## src/core/faout_pkg.sv

```systemverilog
// Package of constants and carrier types for the fault alarm output block
// Summary of operation
// - Assert alarm when fault trips the drive
// - Hold alarm until the fault is cleared
// - Option code 05 routes alarm to output
// - Relay default alarm, normally closed sense 01
// - Normally closed relay waits under 2 s
// - Open-collector output lags alarm by 300 ms
// - Open sense energizes on trip only
package faout_pkg;

   // Function option code that selects the alarm signal
   localparam logic [7:0] FAOUT_FUNC_ALARM   = 8'h05;
   // Relay polarity settings
   localparam logic [7:0] FAOUT_POL_NO       = 8'h00;
   localparam logic [7:0] FAOUT_POL_NC       = 8'h01;
   // Reset values of the settings
   localparam logic [7:0] FAOUT_RELAY_FN_RST = 8'h05;
   localparam logic [7:0] FAOUT_RELAY_PL_RST = 8'h01;
   localparam logic [7:0] FAOUT_OC_FN_RST    = 8'h00;

   // Clock rate and timing figures
   localparam longint FAOUT_CLK_HZ        = 200000000;
   localparam longint FAOUT_PWRUP_MS      = 1500;   // Below the 2 s ceiling
   localparam longint FAOUT_OC_DELAY_MS   = 300;
   localparam int     FAOUT_PWRUP_CYC     = int'(FAOUT_PWRUP_MS * FAOUT_CLK_HZ / 1000);
   localparam int     FAOUT_OC_DELAY_CYC  = int'(FAOUT_OC_DELAY_MS * FAOUT_CLK_HZ / 1000);
   localparam int     FAOUT_CNT_W         = 32;

   // Settings carried as one group
   typedef struct packed {
      logic [7:0] relay_function_select;  // Function of the relay
      logic [7:0] relay_polarity_select;  // Relay sense
      logic [7:0] oc_function_select;     // Function of the open-collector terminal
   } faout_cfg_type;

   // Power-up sequence states, Gray order
   typedef enum logic [1:0] {
      FAOUT_ST_WAIT = 2'b00,
      FAOUT_ST_RUN  = 2'b01
   } faout_state_type;

endpackage

```

## src/core/faout_delay.sv

```systemverilog
// Delay line that follows its input once a new level has held for a fixed number of cycles
`timescale 1ns/100ps
module faout_delay
   import faout_pkg::*;
#(
   parameter int DELAY_CYC = 4
) (
   input  wire logic clk_i,   // Clock
   input  wire logic rst_i,   // Synchronous reset, high
   input  wire logic d_i,     // Level to follow
   output logic      q_o      // Delayed level
);

   logic [FAOUT_CNT_W-1:0] cnt_reg;  // Cycles the input has differed
   logic                   q_reg;    // Output level

   // Restart timing on every mismatch change; a glitch shorter than the delay is dropped
   always_ff @(posedge clk_i) begin
      if (rst_i) begin
         cnt_reg <= 32'h0;
         q_reg   <= 1'b0;
      end else if (d_i == q_reg) begin
         cnt_reg <= 32'h0;
      end else if (cnt_reg >= FAOUT_CNT_W'(DELAY_CYC - 1)) begin
         q_reg   <= d_i;
         cnt_reg <= 32'h0;
      end else begin
         cnt_reg <= cnt_reg + 32'h1;
      end
   end

   assign q_o = q_reg;

endmodule

```

## src/core/faout_top.sv

```systemverilog
// Fault alarm output: latched alarm, relay drive and delayed open-collector drive
`timescale 1ns/100ps
module faout_top
   import faout_pkg::*;
#(
   parameter int PWRUP_CYC   = FAOUT_PWRUP_CYC,     // Power-up relay hold-off
   parameter int OC_DELAY_CYC = FAOUT_OC_DELAY_CYC  // Open-collector lag
) (
   input  wire logic          REF_CLK_I,          // 200 MHz clock
   input  wire logic          RST_I,              // Synchronous reset, high (power-up)
   input  wire logic          TRIP_I,             // Drive in trip state, same domain
   input  wire logic          CLEAR_I,            // Alarm clear pulse, same domain
   input  wire faout_cfg_type CFG_I,              // Settings
   output logic               FAULT_ALARM_SIGNAL_O, // Internal latched alarm
   output logic               RELAY_COIL_O,       // Relay energized
   output logic               OC_OUT_O            // Open-collector transistor on
);

   ////////////////////////////////////////////////////////////////////////
   // Alarm latch
   logic alarm_reg;  // Latched alarm
   logic alarm_next;

   // Trip wins over a clear in the same cycle so no fault is lost
   always_comb begin
      alarm_next = alarm_reg;
      if (CLEAR_I) begin
         alarm_next = 1'b0;
      end
      if (TRIP_I) begin
         alarm_next = 1'b1;
      end
   end

   // Store the alarm
   always_ff @(posedge REF_CLK_I) begin
      if (RST_I) begin
         alarm_reg <= 1'b0;
      end else begin
         alarm_reg <= alarm_next;
      end
   end

   ////////////////////////////////////////////////////////////////////////
   // Power-up hold-off
   faout_state_type        state_reg;  // Sequence state
   logic [FAOUT_CNT_W-1:0] pwr_cnt_reg; // Hold-off counter

   // Keep the relay off until the hold-off expires
   always_ff @(posedge REF_CLK_I) begin
      if (RST_I) begin
         state_reg   <= FAOUT_ST_WAIT;
         pwr_cnt_reg <= 32'h0;
      end else begin
         case (state_reg)
            FAOUT_ST_WAIT: begin
               if (pwr_cnt_reg >= FAOUT_CNT_W'(PWRUP_CYC - 1)) begin
                  state_reg <= FAOUT_ST_RUN;
               end else begin
                  pwr_cnt_reg <= pwr_cnt_reg + 32'h1;
               end
            end
            default: begin
               state_reg <= FAOUT_ST_RUN;
            end
         endcase
      end
   end

   ////////////////////////////////////////////////////////////////////////
   // Relay drive
   logic relay_reg;  // Coil drive
   logic relay_fn;   // Relay carries the alarm
   logic relay_nc;   // Normally-closed sense

   assign relay_fn = (CFG_I.relay_function_select == FAOUT_FUNC_ALARM);
   assign relay_nc = (CFG_I.relay_polarity_select == FAOUT_POL_NC);

   // Normally closed: coil on while healthy; open: coil on only on trip
   always_ff @(posedge REF_CLK_I) begin
      if (RST_I) begin
         relay_reg <= 1'b0;
      end else if (state_reg != FAOUT_ST_RUN || !relay_fn) begin
         relay_reg <= 1'b0;
      end else if (relay_nc) begin
         relay_reg <= !alarm_reg;
      end else begin
         relay_reg <= alarm_reg;
      end
   end

   ////////////////////////////////////////////////////////////////////////
   // Open-collector drive
   logic oc_alarm;  // Alarm gated by function select
   logic oc_q;      // Delayed level

   assign oc_alarm = alarm_reg && (CFG_I.oc_function_select == FAOUT_FUNC_ALARM);

   faout_delay #(
      .DELAY_CYC (OC_DELAY_CYC)
   ) u_oc_delay (
      .clk_i (REF_CLK_I),
      .rst_i (RST_I),
      .d_i   (oc_alarm),
      .q_o   (oc_q)
   );

   // Output flops
   always_ff @(posedge REF_CLK_I) begin
      if (RST_I) begin
         OC_OUT_O             <= 1'b0;
         FAULT_ALARM_SIGNAL_O <= 1'b0;
      end else begin
         OC_OUT_O             <= oc_q;
         FAULT_ALARM_SIGNAL_O <= alarm_reg;
      end
   end

   assign RELAY_COIL_O = relay_reg;

   ////////////////////////////////////////////////////////////////////////
   // Checks
   property p_trip_sets;
      @(posedge REF_CLK_I) disable iff (RST_I)
      TRIP_I |=> ##1 FAULT_ALARM_SIGNAL_O;
   endproperty
   a_trip_sets: assert property (p_trip_sets) else $error("Trip did not raise alarm");

   property p_hold;
      @(posedge REF_CLK_I) disable iff (RST_I)
      (alarm_reg && !CLEAR_I) |=> alarm_reg;
   endproperty
   a_hold: assert property (p_hold) else $error("Alarm dropped without clear");

   property p_clear;
      @(posedge REF_CLK_I) disable iff (RST_I)
      (CLEAR_I && !TRIP_I) |=> !alarm_reg;
   endproperty
   a_clear: assert property (p_clear) else $error("Clear did not drop alarm");

   property p_oc_off;
      @(posedge REF_CLK_I) disable iff (RST_I)
      (CFG_I.oc_function_select != FAOUT_FUNC_ALARM && !oc_q) |=> !oc_q;
   endproperty
   a_oc_off: assert property (p_oc_off) else $error("Open collector alarm while unselected");

   property p_nc_run;
      @(posedge REF_CLK_I) disable iff (RST_I)
      (state_reg == FAOUT_ST_RUN && relay_fn && relay_nc && !alarm_reg) |=> relay_reg;
   endproperty
   a_nc_run: assert property (p_nc_run) else $error("Closed sense relay not energized");

   property p_pwrup;
      @(posedge REF_CLK_I) disable iff (RST_I)
      (state_reg == FAOUT_ST_WAIT) |-> !relay_reg;
   endproperty
   a_pwrup: assert property (p_pwrup) else $error("Relay energized during hold-off");

   property p_oc_lag;
      @(posedge REF_CLK_I) disable iff (RST_I)
      ($rose(oc_alarm) && !oc_q) |=> !oc_q;
   endproperty
   a_oc_lag: assert property (p_oc_lag) else $error("Open collector changed without lag");

   property p_no_trip;
      @(posedge REF_CLK_I) disable iff (RST_I)
      (relay_fn && !relay_nc && !alarm_reg) |=> !relay_reg;
   endproperty
   a_no_trip: assert property (p_no_trip) else $error("Open sense relay on without trip");

   property p_relay_unsel;
      @(posedge REF_CLK_I) disable iff (RST_I)
      !relay_fn |=> !relay_reg;
   endproperty
   a_relay_unsel: assert property (p_relay_unsel) else $error("Relay energized while unselected");

   property p_clear_out;
      @(posedge REF_CLK_I) disable iff (RST_I)
      (CLEAR_I && !TRIP_I) |=> ##1 !FAULT_ALARM_SIGNAL_O;
   endproperty
   a_clear_out: assert property (p_clear_out) else $error("Clear did not drop alarm output");

   property p_nc_trip;
      @(posedge REF_CLK_I) disable iff (RST_I)
      (relay_nc && alarm_reg) |=> !relay_reg;
   endproperty
   a_nc_trip: assert property (p_nc_trip) else $error("Closed sense relay held on a trip");

   property p_no_on;
      @(posedge REF_CLK_I) disable iff (RST_I)
      (state_reg == FAOUT_ST_RUN && relay_fn && !relay_nc && alarm_reg) |=> relay_reg;
   endproperty
   a_no_on: assert property (p_no_on) else $error("Open sense relay not energized on trip");

   ////////////////////////////////////////////////////////////////////////
   // Check helpers: cycle counts kept apart from the logic they watch
   logic [FAOUT_CNT_W-1:0] chk_up_cnt_reg;   // Edges since reset release, saturating
   logic                   chk_oc_last_reg;  // Open-collector request one edge ago
   logic [FAOUT_CNT_W-1:0] chk_oc_cnt_reg;   // Edges since that request last changed

   // Count from release; saturation keeps the counter from wrapping in long runs
   always_ff @(posedge REF_CLK_I) begin
      if (RST_I) begin
         chk_up_cnt_reg <= 32'h0;
      end else if (chk_up_cnt_reg <= FAOUT_CNT_W'(PWRUP_CYC)) begin
         chk_up_cnt_reg <= chk_up_cnt_reg + 32'h1;
      end
   end

   // Time how long the open-collector request has been steady
   always_ff @(posedge REF_CLK_I) begin
      if (RST_I) begin
         chk_oc_last_reg <= 1'b0;
         chk_oc_cnt_reg  <= 32'h0;
      end else begin
         chk_oc_last_reg <= oc_alarm;
         if (oc_alarm != chk_oc_last_reg) begin
            chk_oc_cnt_reg <= 32'h1;  // Fresh change, restart the count
         end else if (chk_oc_cnt_reg <= FAOUT_CNT_W'(OC_DELAY_CYC)) begin
            chk_oc_cnt_reg <= chk_oc_cnt_reg + 32'h1;
         end
      end
   end

   property p_hold_min;
      @(posedge REF_CLK_I) disable iff (RST_I)
      (chk_up_cnt_reg <= FAOUT_CNT_W'(PWRUP_CYC)) |-> !relay_reg;
   endproperty
   a_hold_min: assert property (p_hold_min) else $error("Relay energized before hold-off ended");

   property p_hold_max;
      @(posedge REF_CLK_I) disable iff (RST_I)
      (chk_up_cnt_reg >= FAOUT_CNT_W'(PWRUP_CYC)) |-> (state_reg == FAOUT_ST_RUN);
   endproperty
   a_hold_max: assert property (p_hold_max) else $error("Hold-off lasted too long");

   // The reset edge itself clears the delay line, so it is not a lag event
   property p_oc_time;
      @(posedge REF_CLK_I) disable iff (RST_I)
      ($changed(oc_q) && !$past(RST_I)) |-> (chk_oc_cnt_reg == FAOUT_CNT_W'(OC_DELAY_CYC));
   endproperty
   a_oc_time: assert property (p_oc_time) else $error("Open collector lag length wrong");

endmodule

```

## config.mk

```make
export PLATFORM = sky130hd
export DESIGN_NAME = faout_top
export DESIGN_NICKNAME = d
export VERILOG_FILES = /design/src/core/faout_pkg.sv /design/src/core/faout_delay.sv /design/src/core/faout_top.sv
export SDC_FILE = /design/constraint.sdc
export NUM_CORES = 1
export LEC_CHECK = 0
export BUFFER_PORTS_ARGS = -buffer_cell sky130_fd_sc_hd__buf_4
export CAP_MARGIN = 20
export CORE_MARGIN = 2
export CORE_UTILIZATION = 58
export CTS_CLUSTER_DIAMETER = 30
export CTS_CLUSTER_SIZE = 8
export DETAILED_ROUTE_END_ITERATION = 8
export HOLD_SLACK_MARGIN = 0.03
export PLACE_DENSITY = 0.86
export SLEW_MARGIN = 20
export SYNTH_ARGS = -nofsm -noshare
export SYNTH_HDL_FRONTEND = slang
export SYNTH_SLANG_ARGS = --single-unit
```

## constraint.sdc

```tcl
create_clock -name REF_CLK_I -period 2.72 [get_ports REF_CLK_I]
set_input_delay 0.544 -clock REF_CLK_I [delete_from_list [all_inputs] [get_ports REF_CLK_I]]
set_output_delay 0.544 -clock REF_CLK_I [all_outputs]
set_load 0.01 [all_outputs]
```

==> results of run 1 <==
cell usage after synthesis, types with 3 or more instances:
cell / n
a21oi_1: 28
and3_1: 8
and4_1: 5
clkbuf_1: 10
dfxtp_1: 70
inv_1: 8
mux2_2: 8
nand2_1: 20
nand3_1: 21
nand4_1: 8
nor2_1: 42
nor2b_1: 13
nor3_1: 13
nor4_1: 7
nor4b_1: 5
nor4bb_1: 3
o21ai_0: 9
o31ai_1: 13
or3_1: 9
or4_1: 19
xnor2_1: 15
xor2_1: 12
routing by layer:
layer | routed length (um) | up-vias | GRT usage
met1 | 3018 | 1355 | 0.2858
met5 | 0 | - | 0
met3 | 287 | 27 | 0.06782
met2 | 3588 | 87 | 0.4172
met4 | 214 | 0 | 0.1175
li1 | - | 1415 | -
worst paths after layout:
| check | start | end | slack, ns | cells after the start |
|---|---|---|---|---|
| worst max-delay path | pwr_cnt_reg[11] | pwr_cnt_reg[28] | 0.26 | 5 |
| worst min-delay path | TRIP_I | alarm_reg | 0.42 | 3 |
| worst max register to register | pwr_cnt_reg[11] | pwr_cnt_reg[28] | 0.26 | 5 |
| worst min register to register | pwr_cnt_reg[30] | pwr_cnt_reg[30] | 0.47 | 1 |
power groups by stage:
stage | Sequential, W | Clock [W] | Combinational, W
5_1_grt | 0.00104 | 0.00118 | 0.0000682
3_5_place_dp | 0.00107 | 0 | 0.0000616
2_1_floorplan | 0.00106 | 0 | 0.0000243
4_1_cts | 0.00104 | 0.00113 | 0.0000624
6_report | 0.00104 | 0.00112 | 0.0000624
3_3_place_gp | 0.00106 | 0 | 0.0000592
critical path: cells and delay by family (launching register included):
kind               cells  cell delay, ns
DFF                    1            0.49
and+or+nand+nor        4            1.77
AOI/OAI and AO/OA      1            0.15
area by class of cell:
type                       instances  area (um^2)
multi-input combinational        282         1750
clock inverter                     7        145.1
clock buffer                       9        123.9
timing repair buffer              35        262.8
fill                             415         1635
inverter                           8        30.03
tap                               72        90.09
sequential                        70         1401
kinds of logic (layout without fill, tap and decap cells):
logic type / after synthesis / after routing
AND/OR/NAND/NOR: 182 / 182
AO/OA/AOI/OAI: 57 / 57
adder cells (fa/ha/maj): 2 / 2
buffers and inverters: 22 / 59
multiplexers: 8 / 8
flip-flops: 70 / 70
other: 1 / 6
XOR/XNOR: 27 / 27
cell usage in the layout, fill, tap and decap left out, types with 9 or more instances in the layout:
cell type	synthesis	layout
a21oi_1	28	28
buf_4	0	35
clkbuf_8	0	9
dfxtp_1	70	70
nand2_1	20	20
nand3_1	21	21
nor2_1	42	42
nor2b_1	13	13
nor3_1	13	12
o21ai_0	9	9
o31ai_1	13	13
or3_1	9	9
or4_1	19	19
xnor2_1	15	15
xor2_1	12	12
timing repair:
| action | CTS | global route |
|---|---|---|
| gates resized for setup | 0 | 1 |
| setup buffers | 0 | 0 |
| endpoints found under the setup margin | 0 | 7 |
stage by stage:
stage / area, um^2 / hold WS (ns)
floorplan: 3227 / 0.4287
global placement: 3530 / 0.4460
detailed placement: 3530 / 0.4572
CTS: 3799 / 0.4163
global route: 3804 / 0.4355
finish: 3804 / 0.4188
==> results.json, run 1 <==
{
  "fin_crit_sh": 0.9062,
  "outcome": "complete, no violations",
  "syn_area_mm2": 0.003208,
  "root_buffer": "clkbuf_8",
  "synthXorXnorAreaFrac": 0.07371,
  "die_w_um": 78.37,
  "cp_slowest_stage_delay_ns": 0.60,
  "fin_ws_ns": 0.2553,
  "cts_tree": "yes",
  "globalplace.congestion": 0.8795,
  "fin_tns_setup_ns": 0,
  "drc": 0,
  "area_delta_synth_final_pct": 18.56,
  "start_util": 0.5898,
  "antenna_found_initial": 0,
  "yosysSeqAreaShare": 0.4368,
  "portBuffers": 30,
  "wl_per_cell_um": 14.72,
  "numCtsBuffers": 9,
  "power_switching_w": 0.0004422,
  "die_y_um": 78.37,
  "synthCells": 369,
  "dr.pass1.iters": 5,
  "cts_hold_buf": 0,
  "grt_max_degree": 28,
  "drive_gt1_frac": 0.1557,
  "maxSlewHeadroom": 0.2964,
  "cpMaxStageDelayCell": "or4_1",
  "dieArea_mm2": 0.006142,
  "setup.worst_path.class": "reg -> reg",
  "cts_sinks": 70,
  "worstPathMaxFanout": 8,
  "crit_top_cell": "or4_1",
  "synth.distinct_cells": 39,
  "vdd_drop_max_uv": 441.7,
  "dp.cells": 467,
  "dp_slack_ns": 0.1268,
  "synth-seq-cells": 70,
  "combPwrFrac": 0.028,
  "pin_count": 31,
  "synth.largest_area_cell": "dfxtp_1",
  "dr.first_iter.drc_count": 151,
  "final_util": 0.6993,
  "antenna_left": 0,
  "synth-compound-area-share": 0.1080,
  "grt_pass1_vias": 2706,
  "cts_buffer_depth": 2,
  "synth_top_family_by_area": "simple AND/OR/NAND/NOR gates",
  "grt.total_usage": 0.2455,
  "muxShareOfSynthArea": 0.02808,
  "num_vias": 2884,
  "routed_wl_um": 7108,
  "worstPathArrival_ns": 2.75,
  "endpoint_kind": "flop",
  "insertion_delay_ns": 0.34,
  "power_w": 0.002219,
  "slew_violations": 0,
  "drv_cap": 0,
  "async_reset_ff_frac": 0,
  "p_sw_frac": 0.1993,
  "dp_hpwl_um": 4864,
  "worstPathCellList": "nand4_2 -> or4_1 -> or3_1 -> or4_1 -> a21oi_1",
  "intPower_w": 0.001777,
  "rsz0062_at_grt": "no",
  "power.density_mw_per_mm2": 583.5,
  "worstSetupStartpointType": "flop",
  "htreeDepth": 3,
  "clkPwrFrac": 0.503,
  "seqPwrFrac": 0.469,
  "grt_first_pass_wirelength_um": 11910,
  "setup_viol": 0,
  "core_area_mm2": 0.005439,
  "path_clk_slew_ns": 0.08,
  "synthSimpleGateAreaFrac": 0.3179,
  "yosys_warnings": 0,
  "viasPerCell": 5.971,
  "cellLeakagePower_nw": 1.288,
  "clock.fmax_mhz": 405.7,
  "synth.avg_cell_area_um2": 8.694,
  "rows": 27,
  "fin_skew_ns": 0.007278,
  "cp.required_ns": 3.00,
  "grt_overflow": 0,
  "synth_flop_cell": "dfxtp_1",
  "synthTopCellsByArea": "dfxtp_1 (44%), nor2_1 (4.9%), or4_1 (4.4%)",
  "nets": 436,
  "synth_top_area_share": 0.4368,
  "synth_fa_ha_area_frac": 0.007800,
  "hold_viol": 0,
  "tightest_slew_ns": 1.046,
  "hold_class": "in -> reg",
  "min_period_ns": 2.465,
  "final_cells": 483,
  "antenna_cells": 0,
  "synth_edf_count": 0
}
Note: power is estimated with default switching activity, not from simulation.
==> run 2: changes to the inputs <==
==> constraint.sdc (replaced) <==
create_clock -name REF_CLK_I -period 2.72 [get_ports REF_CLK_I]
set_input_delay 0.136 -clock REF_CLK_I [delete_from_list [all_inputs] [get_ports REF_CLK_I]]
set_output_delay 0.136 -clock REF_CLK_I [all_outputs]
set_load 0.01 [all_outputs]
==> run 2 against run 1 <==
  * Count of clock-buffer cells in the layout increased by 1
  * Critical path depth unchanged
  * Via count decreased by 3.6%
  * Global-route usage decreased by 1.6 points
  * Largest power group is now registers
  * Fmax decreased by 3.7%
  * Hold slack got worse by 0.37 ns
  * Register-to-register slack got worse by 0.095 ns
  * Largest cell class unchanged
  * First-iteration DRC count decreased by 35%
==> results.json, run 2 (same netlist as run 1, synthesis figures left out) <==
{
  "dr.pass1.iters": 4,
  "rows": 27,
  "cellLeakagePower_nw": 1.265,
  "intPower_w": 0.001617,
  "fin_ws_ns": 0.1598,
  "dieArea_mm2": 0.006142,
  "min_period_ns": 2.560,
  "cts_buffer_depth": 2,
  "fin_crit_sh": 0.9412,
  "pin_count": 31,
  "power.density_mw_per_mm2": 543.0,
  "outcome": "complete, no violations",
  "hold_class": "in -> reg",
  "postCtsSetupBuffers": 0,
  "antenna_cells": 0,
  "hold_viol": 0,
  "grt_overflow": 0,
  "cp.required_ns": 2.99,
  "routed_wl_um": 6718,
  "root_buffer": "clkbuf_8",
  "numCtsBuffers": 9,
  "die_y_um": 78.37,
  "n_fill_cell": 421,
  "die_w_um": 78.37,
  "power_switching_w": 0.0004252,
  "drc": 0,
  "dp.cells": 465,
  "viasPerCell": 5.768,
  "worstPathMaxFanout": 7,
  "fin_tns_setup_ns": 0,
  "vdd_drop_max_uv": 367.0,
  "start_util": 0.5898,
  "final_cells": 482,
  "cts_sinks": 70,
  "crit_top_cell": "or4_1",
  "multi_input_area_mm2": 0.001750,
  "dp_slack_ns": 0.1312,
  "num_vias": 2780,
  "path_clk_slew_ns": 0.08,
  "combPwrFrac": 0.029,
  "gr-usage-met2": 0.3879,
  "dp_hpwl_um": 4570,
  "maxSlewHeadroom": 0.3452,
  "final_cell_mix": "dfxtp_1 (70), nor2_1 (42), buf_4 (33)",
  "worstPathArrival_ns": 2.83,
  "fin_skew_ns": 0.007774,
  "nets": 435,
  "clkPwrFrac": 0.461,
  "cp_slowest_stage_delay_ns": 0.63,
  "grt_max_degree": 48,
  "p_sw_frac": 0.2082,
  "dr.first_iter.drc_count": 98,
  "area_delta_synth_final_pct": 17.24,
  "insertion_delay_ns": 0.35,
  "layout_commonest_cell": "dfxtp_1",
  "cpMaxStageDelayCell": "or4_1",
  "use_met1": 0.2707,
  "portBuffers": 30,
  "wl_per_cell_um": 13.94,
  "tightest_slew_ns": 0.9739,
  "rr_worst_depth": 5,
  "slew_violations": 0,
  "antenna_left": 0,
  "use_met3": 0.07126,
  "worstPathCellList": "nand4_2 -> or4_1 -> or3_1 -> or4_1 -> a21oi_1",
  "setup.worst_path.class": "reg -> reg",
  "drive_gt1_frac": 0.1512,
  "htreeDepth": 3,
  "globalplace.congestion": 0.8489,
  "endpoint_kind": "flop",
  "core_area_mm2": 0.005439,
  "rsz0062_at_grt": "no",
  "grt-busiest-layer": "met2",
  "grt_first_pass_wirelength_um": 11220,
  "hold_depth": 3,
  "worstSetupStartpointType": "flop",
  "seqPwrFrac": 0.510,
  "cts_tree": "yes",
  "drv_cap": 0,
  "grt_pass1_vias": 2637,
  "clock.fmax_mhz": 390.6,
  "crit_start": "pwr_cnt_reg[12]",
  "antenna_found_initial": 0,
  "regArea_mm2": 0.001401,
  "hold_start": "CFG_I[21]",
  "rr_startpoint": "pwr_cnt_reg[12]",
  "setup_viol": 0,
  "grt.total_usage": 0.2291
}
## run 2: cell types whose count changed in the layout (fill, tap and decap cells not counted), sizes merged
cell,change
buf,-2
bufinv,-2
clkbuf,+1
clkinv,+1
dlygate4sd3,+1
## run 2: path summary, 6_finish.rpt
check             slack [ns]              end
setup / recovery        0.16  pwr_cnt_reg[28]
hold / removal          0.05     RELAY_COIL_O
setup reg to reg        0.16  pwr_cnt_reg[28]
hold reg to reg         0.47  pwr_cnt_reg[31]
## run 2: repair_timing
action                                 4_1_cts  5_1_grt
endpoints found under the hold margin        1        0
setup endpoints to repair                    0        2
gates resized for setup                      0        1
hold buffers                                 1        0
## run 2: stage by stage
step	cell area, um^2	utilization	hold WS [ns]	power (W)
after floorplan	3227	-	0.2534	0.001088
after global placement	3515	0.6462	0.3466	0.001121
final	3761	0.6915	0.05031	0.002042
after detailed placement	3515	0.6462	0.3587	0.001124
after global routing	3761	0.6915	0.04596	0.002107
after CTS	3756	0.6906	0.03256	0.002062
## run 2: power by group through the flow
stage               Sequential (W)  Clock, W  Combinational (W)
finish                     0.00104  0.000941          0.0000601
global route               0.00104  0.000999          0.0000660
CTS                        0.00104  0.000961          0.0000602
detailed placement         0.00107         0          0.0000590
global placement           0.00106         0          0.0000568
floorplan                  0.00106         0          0.0000243
## run 2: area by class of cell
class | instances | share of cell area
well taps | 72 | 0.02395
repair buffers | 34 | 0.06853
clock buffers | 10 | 0.03659
clock inverters | 6 | 0.02495
inverters | 8 | 0.007984
flip-flops and latches | 70 | 0.3726
multi-input cells | 282 | 0.4654
## run 2: critical path, delay by kind of cell (launching register included)
| kind | cells | cell delay [ns] |
|---|---|---|
| AOI/OAI and AO/OA | 1 | 0.17 |
| and+or+nand+nor | 4 | 1.84 |
| DFF | 1 | 0.47 |
## run 2: routing by layer
metal | vias to the layer above | part of all wire
met5 | - | 0
met4 | 0 | 0.011
met3 | 9 | 0.043
met2 | 56 | 0.50
met1 | 1302 | 0.44
li1 | 1413 | -
==> run 3: changes to the inputs <==
- PLACE_DENSITY: 0.86 -> not set
- PLACE_DENSITY_LB_ADDON: not set -> 0.08
==> run 3 against run 2 <==
  * Flip-flop and latch count did not move
  * Total power fell by 6.8%
  * First-iteration DRC count shrank 17%
  * Core utilization shrank 0.62 points
  * Fmax grew 2.5%
  * Global-route usage fell by 1.2 points
  * Non-clock buffer count grew 1
  * Clock skew fell by 0.0020 ns
  * Via count fell by 1.5%
  * Critical path depth grew 2
  * Register-to-register slack better by 0.06 ns
  * Sequential share of layout area is 0.34 points higher
==> results.json, run 3 (same netlist as run 1, synthesis figures left out) <==
{
  "outcome": "complete, no violations",
  "regArea_mm2": 0.001401,
  "n_fill_cell": 445,
  "cp_top_family": "simple AND/OR/NAND/NOR gates",
  "grt.total_usage": 0.2175,
  "clock.fmax_mhz": 400.4,
  "grt-busiest-layer": "met2",
  "numCtsBuffers": 9,
  "die_y_um": 78.37,
  "worstPathCellList": "ha_1 -> and4_1 -> a2111oi_2 -> nor3_2 -> buf_4 -> or4_1 -> a21oi_1",
  "grt_overflow": 0,
  "path_clk_slew_ns": 0.07,
  "num_vias": 2739,
  "fin_crit_sh": 0.9182,
  "root_buffer": "clkbuf_8",
  "globalplace.congestion": 0.8297,
  "antenna_found_initial": 0,
  "tightest_slew_ns": 0.5434,
  "setup.worst_path.class": "reg -> reg",
  "multi_input_area_mm2": 0.001750,
  "routed_wl_um": 6234,
  "cp.required_ns": 2.99,
  "crit_buf_inv": 1,
  "cts_buffer_depth": 2,
  "drive_gt1_frac": 0.1484,
  "use_met3": 0.07356,
  "wl_per_cell_um": 12.91,
  "dp_hpwl_um": 4373,
  "cellLeakagePower_nw": 1.245,
  "worstPathArrival_ns": 2.77,
  "fin_skew_ns": 0.005790,
  "vdd_drop_max_uv": 408.5,
  "power_w": 0.001904,
  "grt_first_pass_wirelength_um": 10700,
  "core_area_mm2": 0.005439,
  "hold_class": "in -> reg",
  "min_period_ns": 2.498,
  "viasPerCell": 5.671,
  "dr.pass1.iters": 4,
  "cts_tree": "yes",
  "gr-usage-met2": 0.3698,
  "die_w_um": 78.37,
  "antenna_left": 0,
  "grt_max_degree": 48,
  "worstSetupStartpointType": "flop",
  "slew_violations": 0,
  "worstPathMaxFanout": 16,
  "rows": 27,
  "drc": 0,
  "drv_cap": 0,
  "placed_cell_area_mm2": 0.003522,
  "maxSlewHeadroom": 0.6358,
  "grt_pass1_vias": 2535,
  "rsz0062_at_grt": "no",
  "antenna_cells": 0,
  "cpMaxStageDelayCell": "a2111oi_2",
  "final_area_mm2": 0.003727,
  "htreeDepth": 3,
  "dieArea_mm2": 0.006142,
  "fin_tns_setup_ns": 0,
  "final_cell_mix": "dfxtp_1 (70), nor2_1 (42), buf_4 (34)",
  "hold_viol": 0,
  "insertion_delay_ns": 0.34,
  "layout_commonest_cell": "dfxtp_1",
  "cp_slowest_stage_delay_ns": 0.50,
  "endpoint_kind": "flop",
  "area_delta_synth_final_pct": 16.19,
  "cts_sinks": 70,
  "power.density_mw_per_mm2": 510.9,
  "portBuffers": 30,
  "use_met1": 0.2537,
  "start_util": 0.5898,
  "setup_viol": 0,
  "dr.first_iter.drc_count": 81,
  "pin_count": 31,
  "nets": 436
}
## run 3: cell types whose count changed in the layout (fill, tap and decap cells not counted), sizes merged
cell and delta:
buf +1, bufinv -1, clkbuf +1, clkinv -1, clkinvlp +1
## run 3: cell type report
| type | instances | area share |
|---|---|---|
| multi-input combinational | 282 | 0.4696 |
| sequential | 70 | 0.3760 |
| timing repair buffer | 35 | 0.07116 |
| clock buffer | 11 | 0.03525 |
| tap | 72 | 0.02417 |
| clock inverter | 5 | 0.01578 |
| inverter | 8 | 0.008056 |
## run 3: per-layer routing
metal / part of all wire / up-vias
met1: 0.44 / 1290
met4: 0.014 / 0
met5: 0 / -
met2: 0.51 / 30
li1: - / 1409
met3: 0.033 / 10
## run 3: report_power, final
part	switching, W	internal [W]	total, W
clock network	0.000378	0.000425	0.000803
logic	0.0000237	0.0000361	0.0000599
registers	0.00000691	0.00103	0.00104
total	0.000408	0.00150	0.00190
## run 3: worst paths after layout
kind                     endpoint            start  cells after the start  slack, ns
setup reg to reg   pwr_cnt_reg[7]   pwr_cnt_reg[0]                      7       0.22
hold reg to reg   pwr_cnt_reg[30]  pwr_cnt_reg[30]                      1       0.46
setup / recovery   pwr_cnt_reg[7]   pwr_cnt_reg[0]                      7       0.22
hold / removal       RELAY_COIL_O        CFG_I[21]                      3       0.05
## run 3: worst register-to-register path: cells and delay by family, from the launching register on
family	cells	cell delay [ns]
AND/OR/NAND/NOR	3	0.90
AO/OA/AOI/OAI	2	0.66
flip-flops	1	0.36
buffers and inverters	1	0.23
adder cells (fa/ha/maj)	1	0.28
## run 3: repair_timing
action | 4_1_cts | 5_1_grt
endpoints found under the setup margin | 0 | 11
setup buffers | 0 | 0
gates resized for setup | 0 | 1
endpoints found under the hold margin | 1 | 0
hold buffers | 1 | 0
## run 3: stage by stage
step	hold WS, ns	cells	setup slack [ns]	util
after CTS	0.03231	483	0.05092	0.6844
after global placement	0.3504	466	0.1912	0.6476
after detailed placement	0.3730	466	0.08644	0.6476
after global routing	0.03605	483	0.04242	0.6853
after floorplan	0.2534	374	0.2920	-
final	0.04722	483	0.2224	0.6853
